$ cat config.mk
export PLATFORM = sky130hd
export DESIGN_NAME = io_pin_routing
export DESIGN_NICKNAME = d
export VERILOG_FILES = /design/src/pin_route_pkg.sv /design/src/io_pin_routing.sv /design/src/input_source_mux.sv
export SDC_FILE = /design/constraint.sdc
export NUM_CORES = 1
export LEC_CHECK = 0
export BUFFER_PORTS_ARGS = -buffer_cell sky130_fd_sc_hd__buf_2
export CAP_MARGIN = 15
export CORE_UTILIZATION = 40
export DETAILED_ROUTE_END_ITERATION = 8
export SYNTH_ARGS = -nofsm -noshare
export SYNTH_HDL_FRONTEND = slang
export SYNTH_SLANG_ARGS = --single-unit
$ cat constraint.sdc
create_clock -name ref_clk -period 4 [get_ports ref_clk]
set_input_delay 0.4 -clock ref_clk [delete_from_list [all_inputs] [get_ports ref_clk]]
set_output_delay 0.4 -clock ref_clk [all_outputs]
set_load 0.03 [all_outputs]
$ cat src/pin_route_pkg.sv
/*
 Package for the pin routing block: register map, field layout, reset values,
 carrier structs and pin count. Assumes a 32-bit APB slave on the system clock.
*/
package pin_route_pkg;
    localparam int unsigned NUM_PINS   = 16;
    localparam int unsigned SEL_W      = 8;
    localparam int unsigned NUM_FUNCS  = 4;
    localparam int unsigned ADDR_W     = 8;

    // Byte addresses of the registers
    localparam logic [ADDR_W-1:0] ADDR_ANALOG_SEL  = 8'h00;
    localparam logic [ADDR_W-1:0] ADDR_DIRECTION   = 8'h04;
    localparam logic [ADDR_W-1:0] ADDR_OUT_LATCH   = 8'h08;
    localparam logic [ADDR_W-1:0] ADDR_PIN_LEVEL   = 8'h0c;
    localparam logic [ADDR_W-1:0] ADDR_PULLUP      = 8'h10;
    localparam logic [ADDR_W-1:0] ADDR_PULLDOWN    = 8'h14;
    localparam logic [ADDR_W-1:0] ADDR_T2_SEL      = 8'h18;
    localparam logic [ADDR_W-1:0] ADDR_NL1_SEL     = 8'h1c;
    localparam logic [ADDR_W-1:0] ADDR_NL2_SEL     = 8'h20;
    localparam logic [ADDR_W-1:0] ADDR_STATUS      = 8'h24;

    // Field positions of the selector fields within their registers
    localparam int unsigned T2_SEL_LSB  = 0;
    localparam int unsigned NL1_SEL_LSB = 8;
    localparam int unsigned NL2_SEL_LSB = 0;

    // Reset values
    localparam logic [NUM_PINS-1:0] ANALOG_SEL_RST = 16'hffff;
    localparam logic [NUM_PINS-1:0] DIRECTION_RST  = 16'hffff;
    localparam logic [NUM_PINS-1:0] ZERO_PINS      = 16'h0000;
    localparam logic [SEL_W-1:0]    SEL_RST        = 8'h00;

    // Selector codes
    localparam logic [SEL_W-1:0] SEL_GROUND     = 8'h00;
    localparam logic [SEL_W-1:0] SEL_COMPARATOR = 8'h01;
    localparam logic [SEL_W-1:0] SEL_RP_181     = 8'hb5;
    localparam int unsigned      RP_BASE        = 2;
    localparam int unsigned      RP_COUNT       = 180;

    // Which pins carry an analog input function (one bit per pin)
    localparam logic [NUM_PINS-1:0] ANALOG_CAPABLE = 16'h0fff;

    // Per-pin shared functions in fixed priority order, index 0 highest
    typedef struct packed {
        logic [NUM_FUNCS-1:0] en;
        logic [NUM_FUNCS-1:0] drive;
        logic [NUM_FUNCS-1:0] oe;
    } pin_func_s;

    typedef struct packed {
        logic drive;
        logic oe;
        logic pull_up;
        logic pull_down;
        logic in_buf_en;
    } pad_ctrl_s;

    typedef struct packed {
        logic [SEL_W-1:0] t2;
        logic [SEL_W-1:0] nl1;
        logic [SEL_W-1:0] nl2;
    } sel_set_s;
endpackage

$ cat src/io_pin_routing.sv
/*
 Pin routing and input select block: analog/digital selection, port reads,
 fixed-priority function ownership, pulls, high core-voltage tri-state and
 three remappable peripheral input selectors, all behind an APB slave.
 Assumes pad inputs, the voltage detect and remappable sources are asynchronous.
*/
// The register offsets and the APB slave port were left to the implementer.
// Behaviour
// - After reset every analog-capable pin is analog with digital input off.
// - Analog pins disable input buffer; port and latch reads return zero.
// - Writing zero to an analog-select bit makes the pin digital.
// - Output driver still works when direction is output while analog.
// - Highest-priority enabled function owns a shared pin; others have no effect.
// - Each pin has independently enabled weak pull-up and pull-down.
// - High core-voltage detect tri-states all pins while it stays asserted.
// - Timer-2 clock selector is bits 7-0; upper byte reads zero.
// - Codes decode b5 to pin 181, 01 to comparator, 00 to ground.
module io_pin_routing
    import pin_route_pkg::*;
(
    input  wire logic                  ref_clk,      // System clock, 250 MHz
    input  wire logic                  rst_n,        // Async reset, active low
    input  wire logic                  psel,         // APB select
    input  wire logic                  penable,      // APB enable
    input  wire logic                  pwrite,       // APB direction
    input  wire logic [ADDR_W-1:0]     paddr,        // APB byte address
    input  wire logic [31:0]           pwdata,       // APB write data
    output logic      [31:0]           prdata,       // APB read data
    output logic                       pready,       // APB ready
    output logic                       pslverr,      // APB error
    input  wire logic [NUM_PINS-1:0]   pad_in,       // Pad input levels
    output logic      [NUM_PINS-1:0]   pad_out,      // Pad drive levels
    output logic      [NUM_PINS-1:0]   pad_oe,       // Pad output enables
    output logic      [NUM_PINS-1:0]   pad_pull_up,  // Weak pull-up enables
    output logic      [NUM_PINS-1:0]   pad_pull_dn,  // Weak pull-down enables
    output logic      [NUM_PINS-1:0]   pad_in_en,    // Digital input buffer enables
    input  wire pin_func_s [NUM_PINS-1:0] func_req,  // Peripheral requests per pin
    input  wire logic                  high_core_voltage_detect, // Async detect
    input  wire logic                  comparator_one_output,    // Async comparator
    input  wire logic [RP_COUNT-1:0]   rp_src,       // Remappable pins, code 2 up
    output logic                       timer2_external_clock, // Routed input
    output logic                       nibble_link1_input,    // Routed input
    output logic                       nibble_link2_input     // Routed input
);
    logic [NUM_PINS-1:0] analog_select_bits;
    logic [NUM_PINS-1:0] direction_register;
    logic [NUM_PINS-1:0] output_latch_register;
    logic [NUM_PINS-1:0] pullup_enable_bits;
    logic [NUM_PINS-1:0] pulldown_enable_bits;
    sel_set_s            sel;

    logic [NUM_PINS-1:0] pad_s1, pad_s2, pad_s3, pad_level;
    logic [2:0]          hv_sync;
    logic                hv_level;
    logic [2:0]          cmp_sync;
    logic                cmp_level;
    logic [RP_COUNT-1:0] rp_s1, rp_s2, rp_s3, rp_level;
    pad_ctrl_s [NUM_PINS-1:0] next_pad;

    logic wr_en;
    logic rd_en;
    logic addr_ok;

    // Address decode, used by the write enable and the pslverr response
    function automatic logic mapped(input logic [ADDR_W-1:0] a);
        case (a)
            ADDR_ANALOG_SEL, ADDR_DIRECTION, ADDR_OUT_LATCH, ADDR_PIN_LEVEL,
            ADDR_PULLUP, ADDR_PULLDOWN, ADDR_T2_SEL, ADDR_NL1_SEL,
            ADDR_NL2_SEL, ADDR_STATUS: mapped = 1'b1;
            default: mapped = 1'b0;
        endcase
    endfunction

    // Digital read value: analog pins always read zero
    function automatic logic [NUM_PINS-1:0] digital_view(
        input logic [NUM_PINS-1:0] v,
        input logic [NUM_PINS-1:0] ana);
        digital_view = v & ~(ana & ANALOG_CAPABLE);
    endfunction

    assign addr_ok = mapped(paddr);
    assign wr_en   = psel && penable && pwrite && addr_ok;
    assign rd_en   = psel && penable && !pwrite;
    // Zero-wait slave; unmapped addresses answer with pslverr
    assign pready  = 1'b1;
    assign pslverr = psel && penable && !addr_ok;

    // Pad input synchronisers; a change counts once stages two and three agree
    always_ff @(posedge ref_clk or negedge rst_n) begin
        if (!rst_n) begin
            pad_s1    <= ZERO_PINS;
            pad_s2    <= ZERO_PINS;
            pad_s3    <= ZERO_PINS;
            pad_level <= ZERO_PINS;
        end else begin
            pad_s1    <= pad_in;
            pad_s2    <= pad_s1;
            pad_s3    <= pad_s2;
            for (int i = 0; i < NUM_PINS; i++) begin
                if (pad_s2[i] == pad_s3[i]) begin
                    pad_level[i] <= pad_s3[i];
                end
            end
        end
    end

    // Remappable source synchronisers
    always_ff @(posedge ref_clk or negedge rst_n) begin
        if (!rst_n) begin
            rp_s1    <= '0;
            rp_s2    <= '0;
            rp_s3    <= '0;
            rp_level <= '0;
        end else begin
            rp_s1    <= rp_src;
            rp_s2    <= rp_s1;
            rp_s3    <= rp_s2;
            rp_level <= (rp_s2 & rp_s3) | (rp_level & (rp_s2 | rp_s3));
        end
    end

    // Voltage detect and comparator synchronisers
    always_ff @(posedge ref_clk or negedge rst_n) begin
        if (!rst_n) begin
            hv_sync   <= 3'h0;
            hv_level  <= 1'b0;
            cmp_sync  <= 3'h0;
            cmp_level <= 1'b0;
        end else begin
            hv_sync  <= {hv_sync[1:0], high_core_voltage_detect};
            cmp_sync <= {cmp_sync[1:0], comparator_one_output};
            if (hv_sync[1] == hv_sync[2]) begin
                hv_level <= hv_sync[2];
            end
            if (cmp_sync[1] == cmp_sync[2]) begin
                cmp_level <= cmp_sync[2];
            end
        end
    end

    // Port configuration registers
    always_ff @(posedge ref_clk or negedge rst_n) begin
        if (!rst_n) begin
            analog_select_bits    <= ANALOG_SEL_RST & ANALOG_CAPABLE;
            direction_register    <= DIRECTION_RST;
            output_latch_register <= ZERO_PINS;
        end else if (wr_en) begin
            case (paddr)
                ADDR_ANALOG_SEL: analog_select_bits <= pwdata[NUM_PINS-1:0]
                                                       & ANALOG_CAPABLE;
                ADDR_DIRECTION:  direction_register    <= pwdata[NUM_PINS-1:0];
                ADDR_OUT_LATCH:  output_latch_register <= pwdata[NUM_PINS-1:0];
                default: ;
            endcase
        end
    end

    always_ff @(posedge ref_clk or negedge rst_n) begin
        if (!rst_n) begin
            pullup_enable_bits   <= ZERO_PINS;
            pulldown_enable_bits <= ZERO_PINS;
        end else if (wr_en) begin
            case (paddr)
                ADDR_PULLUP:   pullup_enable_bits   <= pwdata[NUM_PINS-1:0];
                ADDR_PULLDOWN: pulldown_enable_bits <= pwdata[NUM_PINS-1:0];
                default: ;
            endcase
        end
    end

    // Input selector fields
    always_ff @(posedge ref_clk or negedge rst_n) begin
        if (!rst_n) begin
            sel.t2  <= SEL_RST;
            sel.nl1 <= SEL_RST;
            sel.nl2 <= SEL_RST;
        end else if (wr_en) begin
            case (paddr)
                ADDR_T2_SEL:  sel.t2  <= pwdata[T2_SEL_LSB +: SEL_W];
                ADDR_NL1_SEL: sel.nl1 <= pwdata[NL1_SEL_LSB +: SEL_W];
                ADDR_NL2_SEL: sel.nl2 <= pwdata[NL2_SEL_LSB +: SEL_W];
                default: ;
            endcase
        end
    end

    // Read data register; unimplemented bits read zero
    always_ff @(posedge ref_clk or negedge rst_n) begin
        if (!rst_n) begin
            prdata <= 32'h0000_0000;
        end else if (psel && !penable && !pwrite) begin
            prdata <= 32'h0000_0000;
            case (paddr)
                ADDR_ANALOG_SEL: prdata[NUM_PINS-1:0] <= analog_select_bits;
                ADDR_DIRECTION:  prdata[NUM_PINS-1:0] <= direction_register;
                ADDR_OUT_LATCH:  prdata[NUM_PINS-1:0] <=
                    digital_view(output_latch_register, analog_select_bits);
                ADDR_PIN_LEVEL:  prdata[NUM_PINS-1:0] <=
                    digital_view(pad_level, analog_select_bits);
                ADDR_PULLUP:     prdata[NUM_PINS-1:0] <= pullup_enable_bits;
                ADDR_PULLDOWN:   prdata[NUM_PINS-1:0] <= pulldown_enable_bits;
                ADDR_T2_SEL:     prdata[T2_SEL_LSB +: SEL_W]  <= sel.t2;
                ADDR_NL1_SEL:    prdata[NL1_SEL_LSB +: SEL_W] <= sel.nl1;
                ADDR_NL2_SEL:    prdata[NL2_SEL_LSB +: SEL_W] <= sel.nl2;
                ADDR_STATUS:     prdata[0] <= hv_level;
                default: ;
            endcase
        end
    end

    // Pad control: a function owns the pin from the first enabled index;
    // port logic only drives when no peripheral function is enabled
    always_comb begin
        for (int p = 0; p < NUM_PINS; p++) begin
            next_pad[p].drive     = output_latch_register[p];
            next_pad[p].oe        = !direction_register[p];
            for (int f = NUM_FUNCS - 1; f >= 0; f--) begin
                if (func_req[p].en[f]) begin
                    next_pad[p].drive = func_req[p].drive[f];
                    next_pad[p].oe    = func_req[p].oe[f];
                end
            end
            next_pad[p].pull_up   = pullup_enable_bits[p];
            next_pad[p].pull_down = pulldown_enable_bits[p];
            next_pad[p].in_buf_en = !(analog_select_bits[p] && ANALOG_CAPABLE[p]);
            if (hv_level) begin
                next_pad[p].oe        = 1'b0;
                next_pad[p].pull_up   = 1'b0;
                next_pad[p].pull_down = 1'b0;
                next_pad[p].in_buf_en = 1'b0;
            end
        end
    end

    // Registered pad controls; the detect clears enables only through the filtered hv_level
    always_ff @(posedge ref_clk or negedge rst_n) begin
        if (!rst_n) begin
            pad_out     <= ZERO_PINS;
            pad_oe      <= ZERO_PINS;
            pad_pull_up <= ZERO_PINS;
            pad_pull_dn <= ZERO_PINS;
            pad_in_en   <= ZERO_PINS;
        end else begin
            for (int p = 0; p < NUM_PINS; p++) begin
                pad_out[p]     <= next_pad[p].drive;
                pad_oe[p]      <= next_pad[p].oe;
                pad_pull_up[p] <= next_pad[p].pull_up;
                pad_pull_dn[p] <= next_pad[p].pull_down;
                pad_in_en[p]   <= next_pad[p].in_buf_en;
            end
        end
    end

    input_source_mux u_t2_mux (
        .ref_clk (ref_clk),
        .rst_n   (rst_n),
        .code    (sel.t2),
        .cmp_in  (cmp_level),
        .rp_in   (rp_level),
        .sel_out (timer2_external_clock)
    );

    input_source_mux u_nl1_mux (
        .ref_clk (ref_clk),
        .rst_n   (rst_n),
        .code    (sel.nl1),
        .cmp_in  (cmp_level),
        .rp_in   (rp_level),
        .sel_out (nibble_link1_input)
    );

    input_source_mux u_nl2_mux (
        .ref_clk (ref_clk),
        .rst_n   (rst_n),
        .code    (sel.nl2),
        .cmp_in  (cmp_level),
        .rp_in   (rp_level),
        .sel_out (nibble_link2_input)
    );
endmodule // io_pin_routing

$ cat src/input_source_mux.sv
/*
 One remappable input selector: decodes an 8-bit code to ground, comparator
 output or one remappable pin. Sources are already synchronised to ref_clk.
*/
module input_source_mux
    import pin_route_pkg::*;
(
    input  wire logic                ref_clk,   // System clock
    input  wire logic                rst_n,     // Async reset, active low
    input  wire logic [SEL_W-1:0]    code,      // Selector field
    input  wire logic                cmp_in,    // Comparator one output
    input  wire logic [RP_COUNT-1:0] rp_in,     // Remappable pins from code 2 up
    output logic                     sel_out    // Routed peripheral input
);
    logic next_sel;

    always_comb begin
        if (code == SEL_GROUND) begin
            next_sel = 1'b0;
        end else if (code == SEL_COMPARATOR) begin
            next_sel = cmp_in;
        end else if (code <= SEL_RP_181) begin
            next_sel = rp_in[code - SEL_W'(RP_BASE)];
        end else begin
            next_sel = 1'b0;
        end
    end

    always_ff @(posedge ref_clk or negedge rst_n) begin
        if (!rst_n) begin
            sel_out <= 1'b0;
        end else begin
            sel_out <= next_sel;
        end
    end
endmodule // input_source_mux

# == Yosys cells after proc, flatten, opt, wreduce, memory -nomap -nowiden ==
# Cells that the tools add are included.
# classes
addsub,3
order_cmp,6
n_eq_ne,30
mux,99
bitwise_logic,7
n_reduce_logical,50
# op_table
cell,count
$and 180x180->180,2
$or 180x180->180,2
$mux 2,64
$mux 4,16
$pmux 7 s8,1
$pmux 8 s7,1
$and 16x16->16,2
$eq 8x5->1 const B,4
$logic_not 8->1,4
$logic_not 1->1,31
$lt 8x9->1 const B,3
$bmux 1 s8,3
$eq 8x1->1 const B,3
$le 8x8->1 const B,3
$sub 8x2->8 const B,3
$eq 1x1->1,18
$eq 8x4->1 const B,2
$eq 8x6->1 const B,2
$not 12->16,1
$reduce_and 2->1,8
$mux 1,13
$reduce_or 10->1,1
$pmux 1 s9,1
$eq 8x3->1 const B,1
$logic_and 1x1->1,6
# word_totals
register_bits,991
in_bits,435
out_inout_bits,117
wordCells,239

# == Depth between registers and ports, before layout ==
# Gate-level depths: netlist of the first run.
# depth
ltp_word,6
mapped_depth,14

# == Cells and area by module ==
# A second synthesis of the first run with hierarchy kept.
# hier_totals
cells_unflattened,2321
hier_area_um2,36998.0
# by_module_without_submodules
module,instances,cells_each,area_per_inst_um2
io_pin_routing,1,1804,31174.9
input_source_mux at u_nl2_mux ...,2,178,2005.7
input_source_mux at u_nl1_mux,1,161,1811.7

# == Least setup slack after synthesis of the first run ==
# OpenSTA, ideal clock, no wires.
# synth_path
path_type,register to register
from,register sel[9] (netlist name)
to,register u_nl1_mux.sel_out
setup_time_ns,0.127
arrival_time_ns,3.697
required_ns,3.873
slack_ns,0.176
path_stages_with_launch,13
n_path_buf,3
synth_period_minus_slack_ns,3.824
cell_sequence,dfrtp_1 -> buf_2 -> buf_2 -> buf_2 -> clkinv_1 -> ha_1 -> xnor2_2 -> mux4_1 -> mux4_2 -> nand4b_1 -> a32o_1 -> nand4b_1 -> o31ai_1
# synth_via
elab_chain_cells,6
# synth_rtl
item,line,rtl
start: declaration,io_pin_routing.sv:50,sel_set_s sel;
$sub 8x2->8,input_source_mux.sv:23,next_sel = rp_in[code - SEL_W'(RP_BASE)];
$bmux 1 s8,input_source_mux.sv:23,
$mux 1 (implied by the code),input_source_mux.sv:23,
$mux 1,input_source_mux.sv:22,end else if (code <= SEL_RP_181) begin
$mux 1,input_source_mux.sv:20,end else if (code == SEL_COMPARATOR) begin
$mux 1 *,input_source_mux.sv:18,if (code == SEL_GROUND) begin
named net u_nl1_mux.next_sel,input_source_mux.sv:15,logic next_sel;
end signal: assignment,input_source_mux.sv:33,sel_out <= next_sel;
end: declaration,input_source_mux.sv:13,output logic sel_out
# The timed path passes the listed nets; every way through them passes the cells marked *. The select of a mux whose other input is x is not followed.
# A chain may end at the register's enable or synchronous reset.

# == Worst setup path after layout of the first run ==
# layout_path
from,register sel[10] (netlist name)
to,register u_nl1_mux.sel_out
# Same word-level chain as after synthesis.

==> out/metrics.cfg, run 1 <==
[outcome]
status = finished, final reports clean

[route]
wl_met1_um = 38000
routed_wl_um = 95400
met3_length_um = 4960
routed.top_layer = met4
routedWlPerCell_um = 22.2
num_vias = 21900
drt_first_pass_iters = 7
drtIter0Drc = 1475
avgViaCountPerCell = 5.09
antenna_left = 0
drc = 0
wl_met2_um = 49800

[yosys]
synth_edf_count = 0
syn_avg_cell_area_um2 = 16.1
syn_inst = 2203
synth-seq-cells = 988
syn_area_um2 = 35600
ys.flop_type = dfrtp_1
ys_types = 64
synth-seq-area-share_pct = 69.6
ys_warn_count = 0
async_flop_share_pct = 100

[clock_tree]
cts_sinks = 988
cts_setup_buffers = 0
cts_buffers = 98
post_cts_resized = 0
cts_tree = done
root_buffer = clkbuf_16
clockBufferDepth = 3
ctsHtreeMaxLevel = 3
clk_pin_slew_worst_paths_ps = 60
clk_latency_ps = 650
ctsHoldBuffers = 261

[final_layout]
drive_gt1_share_pct = 32.6
syn2layout_area_growth_pct = 28.7
nets = 3502

[die]
io_pins = 552
dieArea_um2 = 90100
die_w_um = 300
die_h_um = 300
core-area_um2 = 87400
initial_utilization_pct = 40.7
num_rows = 108

[global_routing]
grt_antenna_before_repair = 10
grt_pass1_vias = 23900
grt_pass1_wl_um = 146000
overflow = 0
grt_max_degree = 117
grtUsageTotal_pct = 21.5

[worst_setup_path]
crit_path_start_kind = flop
cp.required_ps = 4510
crit_path_end_kind = flop
critical_path_arrival_ps = 3910
cp_max_fo = 11
criticalPathCategory = flop to flop

[placed_design]
port_buffers = 518
hpwl_um = 67600
gp_congestion = 0.881

[power_and_ir_drop]
leakagePower_nw = 20.4
power.density_nw_per_um2 = 477
ir_drop_mv = 0.308
totalPowerFinal_mw = 21.8

[sta]
fin_crit_sh_pct = 84.9
rsz0062_at_grt = false
relSlewSlack_pct = 28.8
setup_viol = 0
fmax_mhz = 295
tightest_slew_ps = 1060
fin_worst_skew_ps = 30.5
fin_setup_tns_ps = 0
drv_slew = 0
finalHoldViolCount = 0
post-route-min-period_ps = 3390

[worst_hold_path]
worstHoldPathType = primary input to flop

[job]
cap_violations = 0

## layout make-up
class,instances,area (um^2)
Clock inverter,42,478
Sequential cell,988,24800
Timing Repair Buffer,843,5850
Tap cell,1155,1450
Clock buffer,137,2810
Antenna cell,5,12.5
Fill cell,7138,41600
Inverter,8,30.0
Multi-Input combinational cell,1125,10400
## state kept, by name, indices dropped and copies added, names as in the netlist, 24 cells and up
| register | cells |
|---|---|
| rp_level | 180 |
| sel | 24 |
| rp_s2 | 180 |
| rp_s1 | 180 |
| rp_s3 | 180 |
## cell usage after synthesis, drive strengths merged (3+ instances only)
master | number | area [um^2]
a222oi | 7 | 70.1
mux2i | 68 | 681
nand2 | 134 | 503
o2111ai | 3 | 26.3
o21ai | 73 | 365
maj3 | 198 | 1980
a21oi | 46 | 230
nor3 | 19 | 95.1
a221oi | 6 | 52.6
xnor2 | 6 | 60.1
nand4 | 3 | 18.8
buf | 60 | 355
nor4 | 4 | 37.5
a2111oi | 8 | 70.1
and2 | 4 | 25.0
and3 | 6 | 37.5
dfrtp | 960 | 24000
nand3 | 22 | 110
xor2 | 9 | 78.8
mux4 | 144 | 3270
ha | 3 | 37.5
clkinv | 3 | 11.3
clkbuf | 37 | 139
o21bai | 3 | 22.5
mux2 | 96 | 1080
nor2 | 104 | 390
a31oi | 7 | 43.8
a22oi | 38 | 285
a311o | 3 | 30.0
nor2b | 45 | 282
a211oi | 14 | 105
nand4b | 3 | 26.3
dfstp | 28 | 736
inv | 5 | 18.8
o31ai | 3 | 22.5
## metal layers
metal  up-vias  track usage [%]
met5         -                0
met4         0             7.60
met3       161             3.35
met2       802             38.0
met1     11300             26.8
li1       9662                -
## stage by stage
stage / std cells / hold WS [ps] / setup WS, ps / utilization [%] / cell area (um^2)
final: 4303 / 54.4 / 605 / 52.4 / 45800
after global routing: 4301 / 20.1 / 468 / 52.4 / 45800
after CTS: 4298 / 1.23 / 684 / 52.4 / 45800
after detailed placement: 3858 / 335 / 657 / 45.6 / 39900
after global placement: 3858 / 334 / 744 / 45.6 / 39900
after floorplan: 2218 / 104 / 176 / - / 35600
## power by group
| part | internal (mW) | total (mW) | switching, mW |
|---|---|---|---|
| clock | 5.38 | 9.20 | 3.82 |
| combinational | 0.840 | 1.62 | 0.780 |
| sequential | 10.6 | 11.0 | 0.442 |
## worst max-delay path, cell delays in order, from the launching register on
cell and delay [ps]:
dfrtp_1 460, inv_1 100, ha_1 280, xnor2_2 590, buf_4 380, mux4_1 600, o2111ai_1 200, o2111ai_1 140
a32o_1 320, nand4b_1 90, o31ai_1 70
## cell usage in the layout, fill, tap and decap left out, drive strengths merged, types with 5 or more instances in the layout
cell / count
xor2: 9
xnor2: 6
a21oi: 46
a31oi: 7
dfrtp: 960
clkbuf: 137
a222oi: 7
nand3: 22
dlygate4sd3: 261
dfstp: 28
nor2: 104
conb: 17
clkinvlp: 8
mux4: 144
mux2i: 68
bufinv: 7
a2111oi: 8
clkinv: 29
inv: 6
a22oi: 38
buf: 582
and3: 6
mux2: 96
nor2b: 45
maj3: 198
nand2: 134
o21ai: 73
a211oi: 14
a221oi: 6
diode: 5
nor3: 19
## path summary, 6_finish.rpt
check	from	endpoint	slack [ps]	cells after the start
worst max-delay path	sel[10]	u_nl1_mux.sel_out	610	10
max in group asynchronous	rst_n	rp_s1[114]	2330	4
worst min-delay path	pwdata[14]	pullup_enable_bits[14]	50	2
worst max register to register	sel[10]	u_nl1_mux.sel_out	610	10
worst min register to register	rp_s1[175]	rp_s2[175]	330	0
min in group asynchronous	rst_n	rp_s3[93]	450	2
## cells by family (layout without fill, tap and decap cells)
| group | after synthesis | after routing | synth area share, % |
|---|---|---|---|
| compound gates | 227 | 227 | 4.11 |
| xor+xnor | 15 | 15 | 0.391 |
| fa+ha+maj | 201 | 201 | 5.68 |
| buf+inv | 105 | 1030 | 1.47 |
| flops | 988 | 988 | 69.6 |
| mux | 308 | 308 | 14.2 |
| other cells | 2 | 22 | 0.0211 |
| simple gates | 357 | 357 | 4.56 |
Power figures use the tool's default switching activity.
==> run 2: changes to the inputs <==
--- a/config.mk
+++ b/config.mk
@@ -5,6 +5,7 @@
 export SDC_FILE = /design/constraint.sdc
 export NUM_CORES = 1
 export LEC_CHECK = 0
+export ABC_AREA = 1
 export BUFFER_PORTS_ARGS = -buffer_cell sky130_fd_sc_hd__buf_2
 export CAP_MARGIN = 15
 export CORE_UTILIZATION = 40
==> constraint.sdc (replaced) <==
create_clock -name ref_clk -period 3 [get_ports ref_clk]
set_input_delay 0.3 -clock ref_clk [delete_from_list [all_inputs] [get_ports ref_clk]]
set_output_delay 0.3 -clock ref_clk [all_outputs]
set_load 0.03 [all_outputs]
==> out/metrics.cfg, run 2 <==
[power_and_ir_drop]
combPwrFrac_pct = 7.1  ; -0.3 points
switching_share_pct = 23.1  ; about the same
leakagePower_nw = 21.8  ; +6.9%
internal_power_mw = 22.6  ; +35%
clkPwrFrac_pct = 43.0  ; +0.9 points
power.density_nw_per_um2 = 627  ; +32%
power_switching_mw = 6.78  ; +34%
totalPowerFinal_mw = 29.4  ; +35%
power_frac_seq_pct = 49.9  ; -0.5 points
ir_drop_mv = 0.502  ; +63%

[placed_design]
dp.cells = 4886  ; +27%
port_buffers = 518  ; unchanged
hpwl_um = 78900  ; +17%
gp_congestion = 0.947  ; +7.4%

[yosys]
yosysTopAreaCell = dfrtp_1
syn_avg_cell_area_um2 = 11.3  ; -30%
synth-seq-area-share_pct = 68.1  ; -1.5 points
synth_commonest_cells = dfrtp_1 (960), nand2_1 (631), inv_1 (248), a21oi_1 (203), maj3_1 (198)
syn_area_um2 = 36300  ; +2.2%
async_flop_share_pct = 100  ; unchanged
synth.most_common_cell = dfrtp_1
ys_types = 46  ; -28%
synth_top_area_share_pct = 66.1  ; -1.4 points
synth_edf_count = 0  ; unchanged
synth-seq-cells = 988  ; unchanged
ys.flop_type = dfrtp_1
syn_inst = 3229  ; +47%
ys_warn_count = 0  ; unchanged
netlist_top_cells_area = dfrtp_1 (66%), nand2_1 (6.5%), maj3_1 (5.5%), a21oi_1 (2.8%), inv_1 (2.6%)

[route]
antenna_left = 0  ; unchanged
avgViaCountPerCell = 4.98  ; -2.1%
num_vias = 26600  ; +21%
routedWlPerCell_um = 20.8  ; -6.3%
drc = 0  ; unchanged
drt_first_pass_iters = 8  ; +1
drtIter0Drc = 2256  ; +53%
routed_wl_um = 111000  ; +16%

[final_layout]
multi_input_area_um2 = 9990  ; -3.9%
nets = 4523  ; +29%
fill_cells = 7846  ; +9.9%
layout.cells.non_filler = 5341  ; +24%
register_area_um2 = 24800  ; about the same
drive_gt1_share_pct = 20.0  ; -13 points
layout_commonest_cell = dfrtp_1
syn2layout_area_growth_pct = 28.8  ; about the same
post-route-util_pct = 52.0  ; -0.37 points
layout_common_cells = dfrtp_1 (956), nand2_1 (631), buf_2 (517), dlygate4sd3_1 (277), inv_1 (248)

[global_routing]
grtUsageTotal_pct = 24.0  ; +2.5 points
grt_pass1_vias = 26400  ; +10%
gr-max-usage-layer = met2
grt_max_degree = 96  ; -18%
use_met3_pct = 3.58  ; +0.23 points
grt_antenna_before_repair = 2  ; -8
grt.met2_usage_pct = 41.8  ; +3.9 points
overflow = 0  ; unchanged
grt_pass1_wl_um = 163000  ; +12%
gr-usage-met1_pct = 29.1  ; +2.3 points

[worst_setup_path]
cp_slowest_stage_delay_ps = 680  ; +80 ps
critical_path_arrival_ps = 3200  ; -710 ps
crit_path_start_kind = flop
r2r-start = sel[8]
worstSetupStartpoint = sel[8]
critPathSlowestCell = dfrtp_2
cp.required_ps = 3530  ; -980 ps
cp_max_fo = 19  ; +8
criticalPathCategory = flop to flop
crit_path_end_kind = flop
crit_path_frequent_cell = nand2_1
cp_cell_sequence = inv_2 -> nand2_1 -> nor2_1 -> a21oi_1 -> a21oi_1 -> nor2_1 -> nand2_1 -> nand3_1 -> nand3_1 -> nand2_1 -> nor2_1 -> nand2_1 -> a21oi_1

[die]
initial_utilization_pct = 40.4  ; -0.31 points
io_pins = 552  ; unchanged
die_h_um = 303  ; +1.1%
die_w_um = 303  ; +1.1%
dieArea_um2 = 92000  ; +2.2%
num_rows = 110  ; +1.9%
core-area_um2 = 90000  ; +3.0%

[job]
cap_violations = 0  ; unchanged

[worst_hold_path]
min_from = pwdata[14]
worstHoldPathType = primary input to flop

[sta]
tightest_slew_ps = 708  ; -352 ps
post-route-min-period_ps = 2670  ; -723 ps
fin_worst_skew_ps = 21.5  ; -8.96 ps
fin_setup_tns_ps = 0  ; unchanged
drv_slew = 0  ; unchanged
setup_viol = 0  ; unchanged
relSlewSlack_pct = 52.7  ; +24 points
fmax_mhz = 374  ; +27%
rsz0062_at_grt = false
finalHoldViolCount = 0  ; unchanged
fin_crit_sh_pct = 89.1  ; +4.2 points

[clock_tree]
ctsHtreeMaxLevel = 3  ; unchanged
root_buffer = clkbuf_16
clockBufferDepth = 3  ; unchanged
cts_buffers = 96  ; -2.0%
cts_sinks = 988  ; unchanged
cts_tree = done
cts_setup_buffers = 0  ; unchanged
clk_latency_ps = 660  ; about the same
clk_pin_slew_worst_paths_ps = 60  ; about the same

[outcome]
status = finished, final reports clean

==> run 2: cell count changes in the layout (fill, tap and decap cells not counted), moves of 73 or more <==
cell	before	now
a21oi_1	46	203
inv_1	5	248
mux2_2	96	12
mux4_2	136	0
nand2_1	134	631
nand3_1	22	157
o21ai_0	73	146
o21ai_1	0	101
==> run 2: critical path, delay by kind of cell (launching register included) <==
| family | cells | cell delay (ps) |
|---|---|---|
| flops | 1 | 680 |
| buf+inv | 1 | 240 |
| compound gates | 3 | 320 |
| simple gates | 9 | 1290 |
==> run 2: through the flow <==
stage	hold WS [ps]	area, um^2	setup WS [ps]
detailed placement	302	40600	202
global placement	305	40600	269
floorplan	4.41	36400	465
global route	18.6	46800	121
finish	45.0	46800	328
CTS	2.79	46800	366
==> run 2: power by group through the flow <==
stage / registers [mW] / logic, mW / clock network [mW]
2_1_floorplan: 14.7 / 0.743 / 0
5_1_grt: 14.7 / 2.32 / 13.5
3_5_place_dp: 14.9 / 1.78 / 0
3_3_place_gp: 14.9 / 1.75 / 0
6_report: 14.6 / 2.09 / 12.6
4_1_cts: 14.7 / 2.10 / 13.0
==> run 2: path summary, 6_finish.rpt <==
check | end | slack [ps] | depth (start not counted)
setup / recovery | u_nl1_mux.sel_out | 330 | 13
hold / removal | sel[14] | 50 | 3
setup reg to reg | u_nl1_mux.sel_out | 330 | 13
hold reg to reg | rp_s2[24] | 340 | 0
max in group asynchronous | direction_register[10] | 1780 | 4
min in group asynchronous | rp_s1[133] | 190 | 2
==> run 2: area by class of cell <==
class | instances | area share, %
multi-input combinational | 1862 | 21.3
inverter | 263 | 2.12
clock buffer | 137 | 6.00
tap | 1176 | 3.14
antenna | 1 | 0.00535
timing repair buffer | 874 | 13.3
sequential | 988 | 52.9
clock inverter | 40 | 1.22
==> run 2: cells by family after synthesis <==
logic type / count (synthesis) / share of synthesized area [%]
AO/OA/AOI/OAI: 600 / 9.28
XOR/XNOR: 16 / 0.406
adder cells (fa/ha/maj): 201 / 5.56
buffers and inverters: 394 / 4.55
flip-flops: 988 / 68.1
multiplexers: 20 / 0.592
other: 2 / 0.0207
AND/OR/NAND/NOR: 1008 / 11.5
==> run 2: timing repair <==
item,4_1_cts,5_1_grt
hold buffers,277,0
resized for setup,0,0
hold endpoints to repair,282,0
==> run 2: routing by layer <==
metal	share of wire (%)	vias to the layer above
met5	0	-
met4	4.8	0
met3	5.5	228
met2	51	1067
met1	39	12900
li1	-	12400
==> run 3: changes to the inputs <==
--- a/config.mk
+++ b/config.mk
@@ -10,6 +10,7 @@
 export CAP_MARGIN = 15
 export CORE_UTILIZATION = 40
 export DETAILED_ROUTE_END_ITERATION = 8
+export PLACE_DENSITY_LB_ADDON = 0.2
 export SYNTH_ARGS = -nofsm -noshare
 export SYNTH_HDL_FRONTEND = slang
 export SYNTH_SLANG_ARGS = --single-unit
==> out/metrics.cfg, run 3 (synthesis gave the netlist of run 2 again) <==
[sta]
fin_crit_sh_pct = 87.3  ; -1.8 points
post-route-min-period_ps = 2620  ; -52.7 ps
setup_viol = 0  ; unchanged
tightest_slew_ps = 765  ; +57.7 ps
finalHoldViolCount = 0  ; unchanged
drv_slew = 0  ; unchanged
fmax_mhz = 382  ; +2.0%
relSlewSlack_pct = 49.0  ; -3.7 points
fin_setup_tns_ps = 0  ; unchanged
fin_worst_skew_ps = 23.1  ; +1.60 ps
rsz0062_at_grt = false
setup_slack_ps = 381  ; +52.7 ps

[outcome]
status = finished, final reports clean

[power_and_ir_drop]
power_frac_seq_pct = 48.9  ; -1.0 points
clkPwrFrac_pct = 44.1  ; +1.1 points
switching_share_pct = 23.3  ; +0.23 points
combPwrFrac_pct = 7.0  ; about the same
power.density_nw_per_um2 = 636  ; +1.4%
ir_drop_mv = 0.518  ; +3.2%
internal_power_mw = 23.0  ; +1.6%
leakagePower_nw = 21.9  ; +0.55%
power_switching_mw = 6.98  ; +3.0%

[final_layout]
layout_commonest_cell = dfrtp_1
postLayoutCellArea_um2 = 47100  ; +0.54%
nets = 4533  ; +0.22%
layout_common_cells = dfrtp_1 (957), nand2_1 (631), buf_2 (517), dlygate4sd3_1 (282), inv_1 (248)
syn2layout_area_growth_pct = 29.5
drive_gt1_share_pct = 20.1  ; +0.14 points
fill_cells = 7874  ; +0.36%

[route]
avgViaCountPerCell = 4.96  ; -0.26%
drt_first_pass_iters = 6  ; -2
antenna_left = 0  ; unchanged
routed_wl_um = 111000  ; -0.21%
num_vias = 26600  ; +0.11%
drtIter0Drc = 2434  ; +7.9%
drc = 0  ; unchanged
routedWlPerCell_um = 20.7  ; -0.58%

[clock_tree]
post_cts_resized = 0  ; unchanged
cts_buffers = 101  ; +5.2%
root_buffer = clkbuf_16
cts_tree = done
cts_setup_buffers = 0  ; unchanged
cts_sinks = 988  ; unchanged
clockBufferDepth = 3  ; unchanged
clk_pin_slew_worst_paths_ps = 60  ; about the same
ctsHtreeMaxLevel = 3  ; unchanged
clk_latency_ps = 680  ; +20 ps

[worst_setup_path]
crit_path_end_kind = flop
cp.required_ps = 3600  ; +70 ps
criticalPathCategory = flop to flop
cp_max_fo = 21  ; +2
critical_path_arrival_ps = 3220  ; +20 ps
crit_path_start_kind = flop
r2r_cells = 12  ; -1

[job]
cap_violations = 0  ; unchanged

[die]
num_rows = 110  ; unchanged
initial_utilization_pct = 40.4  ; unchanged
io_pins = 552  ; unchanged
dieArea_um2 = 92000  ; unchanged
core-area_um2 = 90000  ; unchanged
die_h_um = 303  ; unchanged
die_w_um = 303  ; unchanged

[worst_hold_path]
whs_path_depth = 3  ; unchanged
worstHoldPathType = primary input to flop

[placed_design]
hpwl_um = 78500  ; -0.57%
placed_cell_area_um2 = 40600  ; about the same
port_buffers = 518  ; unchanged
gp_congestion = 0.945  ; -0.17%
post-place-ws_ps = 261  ; +58.0 ps

[global_routing]
grt_antenna_before_repair = 10  ; +8
grt_pass1_wl_um = 163000  ; -0.19%
grt_max_degree = 95  ; -1.0%
grtUsageTotal_pct = 24.0  ; -0.059 points
grt_pass1_vias = 26100  ; -0.92%
overflow = 0  ; unchanged

run 3: what timing repair did:
action	CTS	global route
hold buffers	282	0
endpoints found under the hold margin	292	0
endpoints found under the setup margin	0	0
run 3: metrics by stage:
| step | total power [mW] | utilization [%] | std cells | hold WS, ps |
|---|---|---|---|---|
| finish | 29.9 | 52.3 | 5361 | 43.5 |
| global route | 31.1 | 52.3 | 5361 | 39.6 |
| CTS | 30.3 | 52.3 | 5356 | 0.362 |
| detailed placement | 16.7 | 45.1 | 4886 | 335 |
| global placement | 16.6 | 45.1 | 4886 | 333 |
| floorplan | 15.5 | - | 3244 | 4.41 |
run 3: layout make-up:
cell class                 instances  area, um^2  area share, %
antenna                            5        12.5         0.0266
tap                             1176        1470           3.13
timing repair buffer             879        6230           13.2
inverter                         263         992           2.11
clock buffer                     145        2950           6.28
sequential                       988       24800           52.6
multi-input combinational       1862        9990           21.2
clock inverter                    43         644           1.37
run 3: layer usage:
layer	global-route usage [%]	up-vias	part of all wire, %
met5	0	-	0.016
met4	9.56	2	3.6
met3	3.34	205	5.6
met2	42.4	1026	51
met1	29.5	13000	39
li1	-	12400	-
run 3: critical path, cell delays in order, from the launching register on:
cell,delay [ps]
dfrtp_1,380
inv_2,130
buf_4,360
nand2_1,450
o211ai_1,320
nor2_1,70
nor2_1,160
nor2_1,90
nor2_1,200
nor2_1,90
nor2_1,100
nand2_1,60
a21oi_1,120
run 3: power by group through the flow:
| stage | Combinational (mW) | Clock [mW] | Sequential (mW) |
|---|---|---|---|
| floorplan | 0.743 | 0 | 14.7 |
| global placement | 1.76 | 0 | 14.9 |
| detailed placement | 1.78 | 0 | 14.9 |
| CTS | 2.10 | 13.5 | 14.7 |
| global route | 2.32 | 14.1 | 14.7 |
| finish | 2.09 | 13.2 | 14.6 |
run 3: final timing paths:
path	start	endpoint	slack, ps
worst max-delay path	sel[9]	u_nl1_mux.sel_out	380
worst min-delay path	pwdata[10]	sel[10]	40
worst max register to register	sel[9]	u_nl1_mux.sel_out	380
worst min register to register	rp_s1[22]	rp_s2[22]	340
max in group asynchronous	rst_n	analog_select_bits[11]	1790
min in group asynchronous	rst_n	rp_s1[165]	250
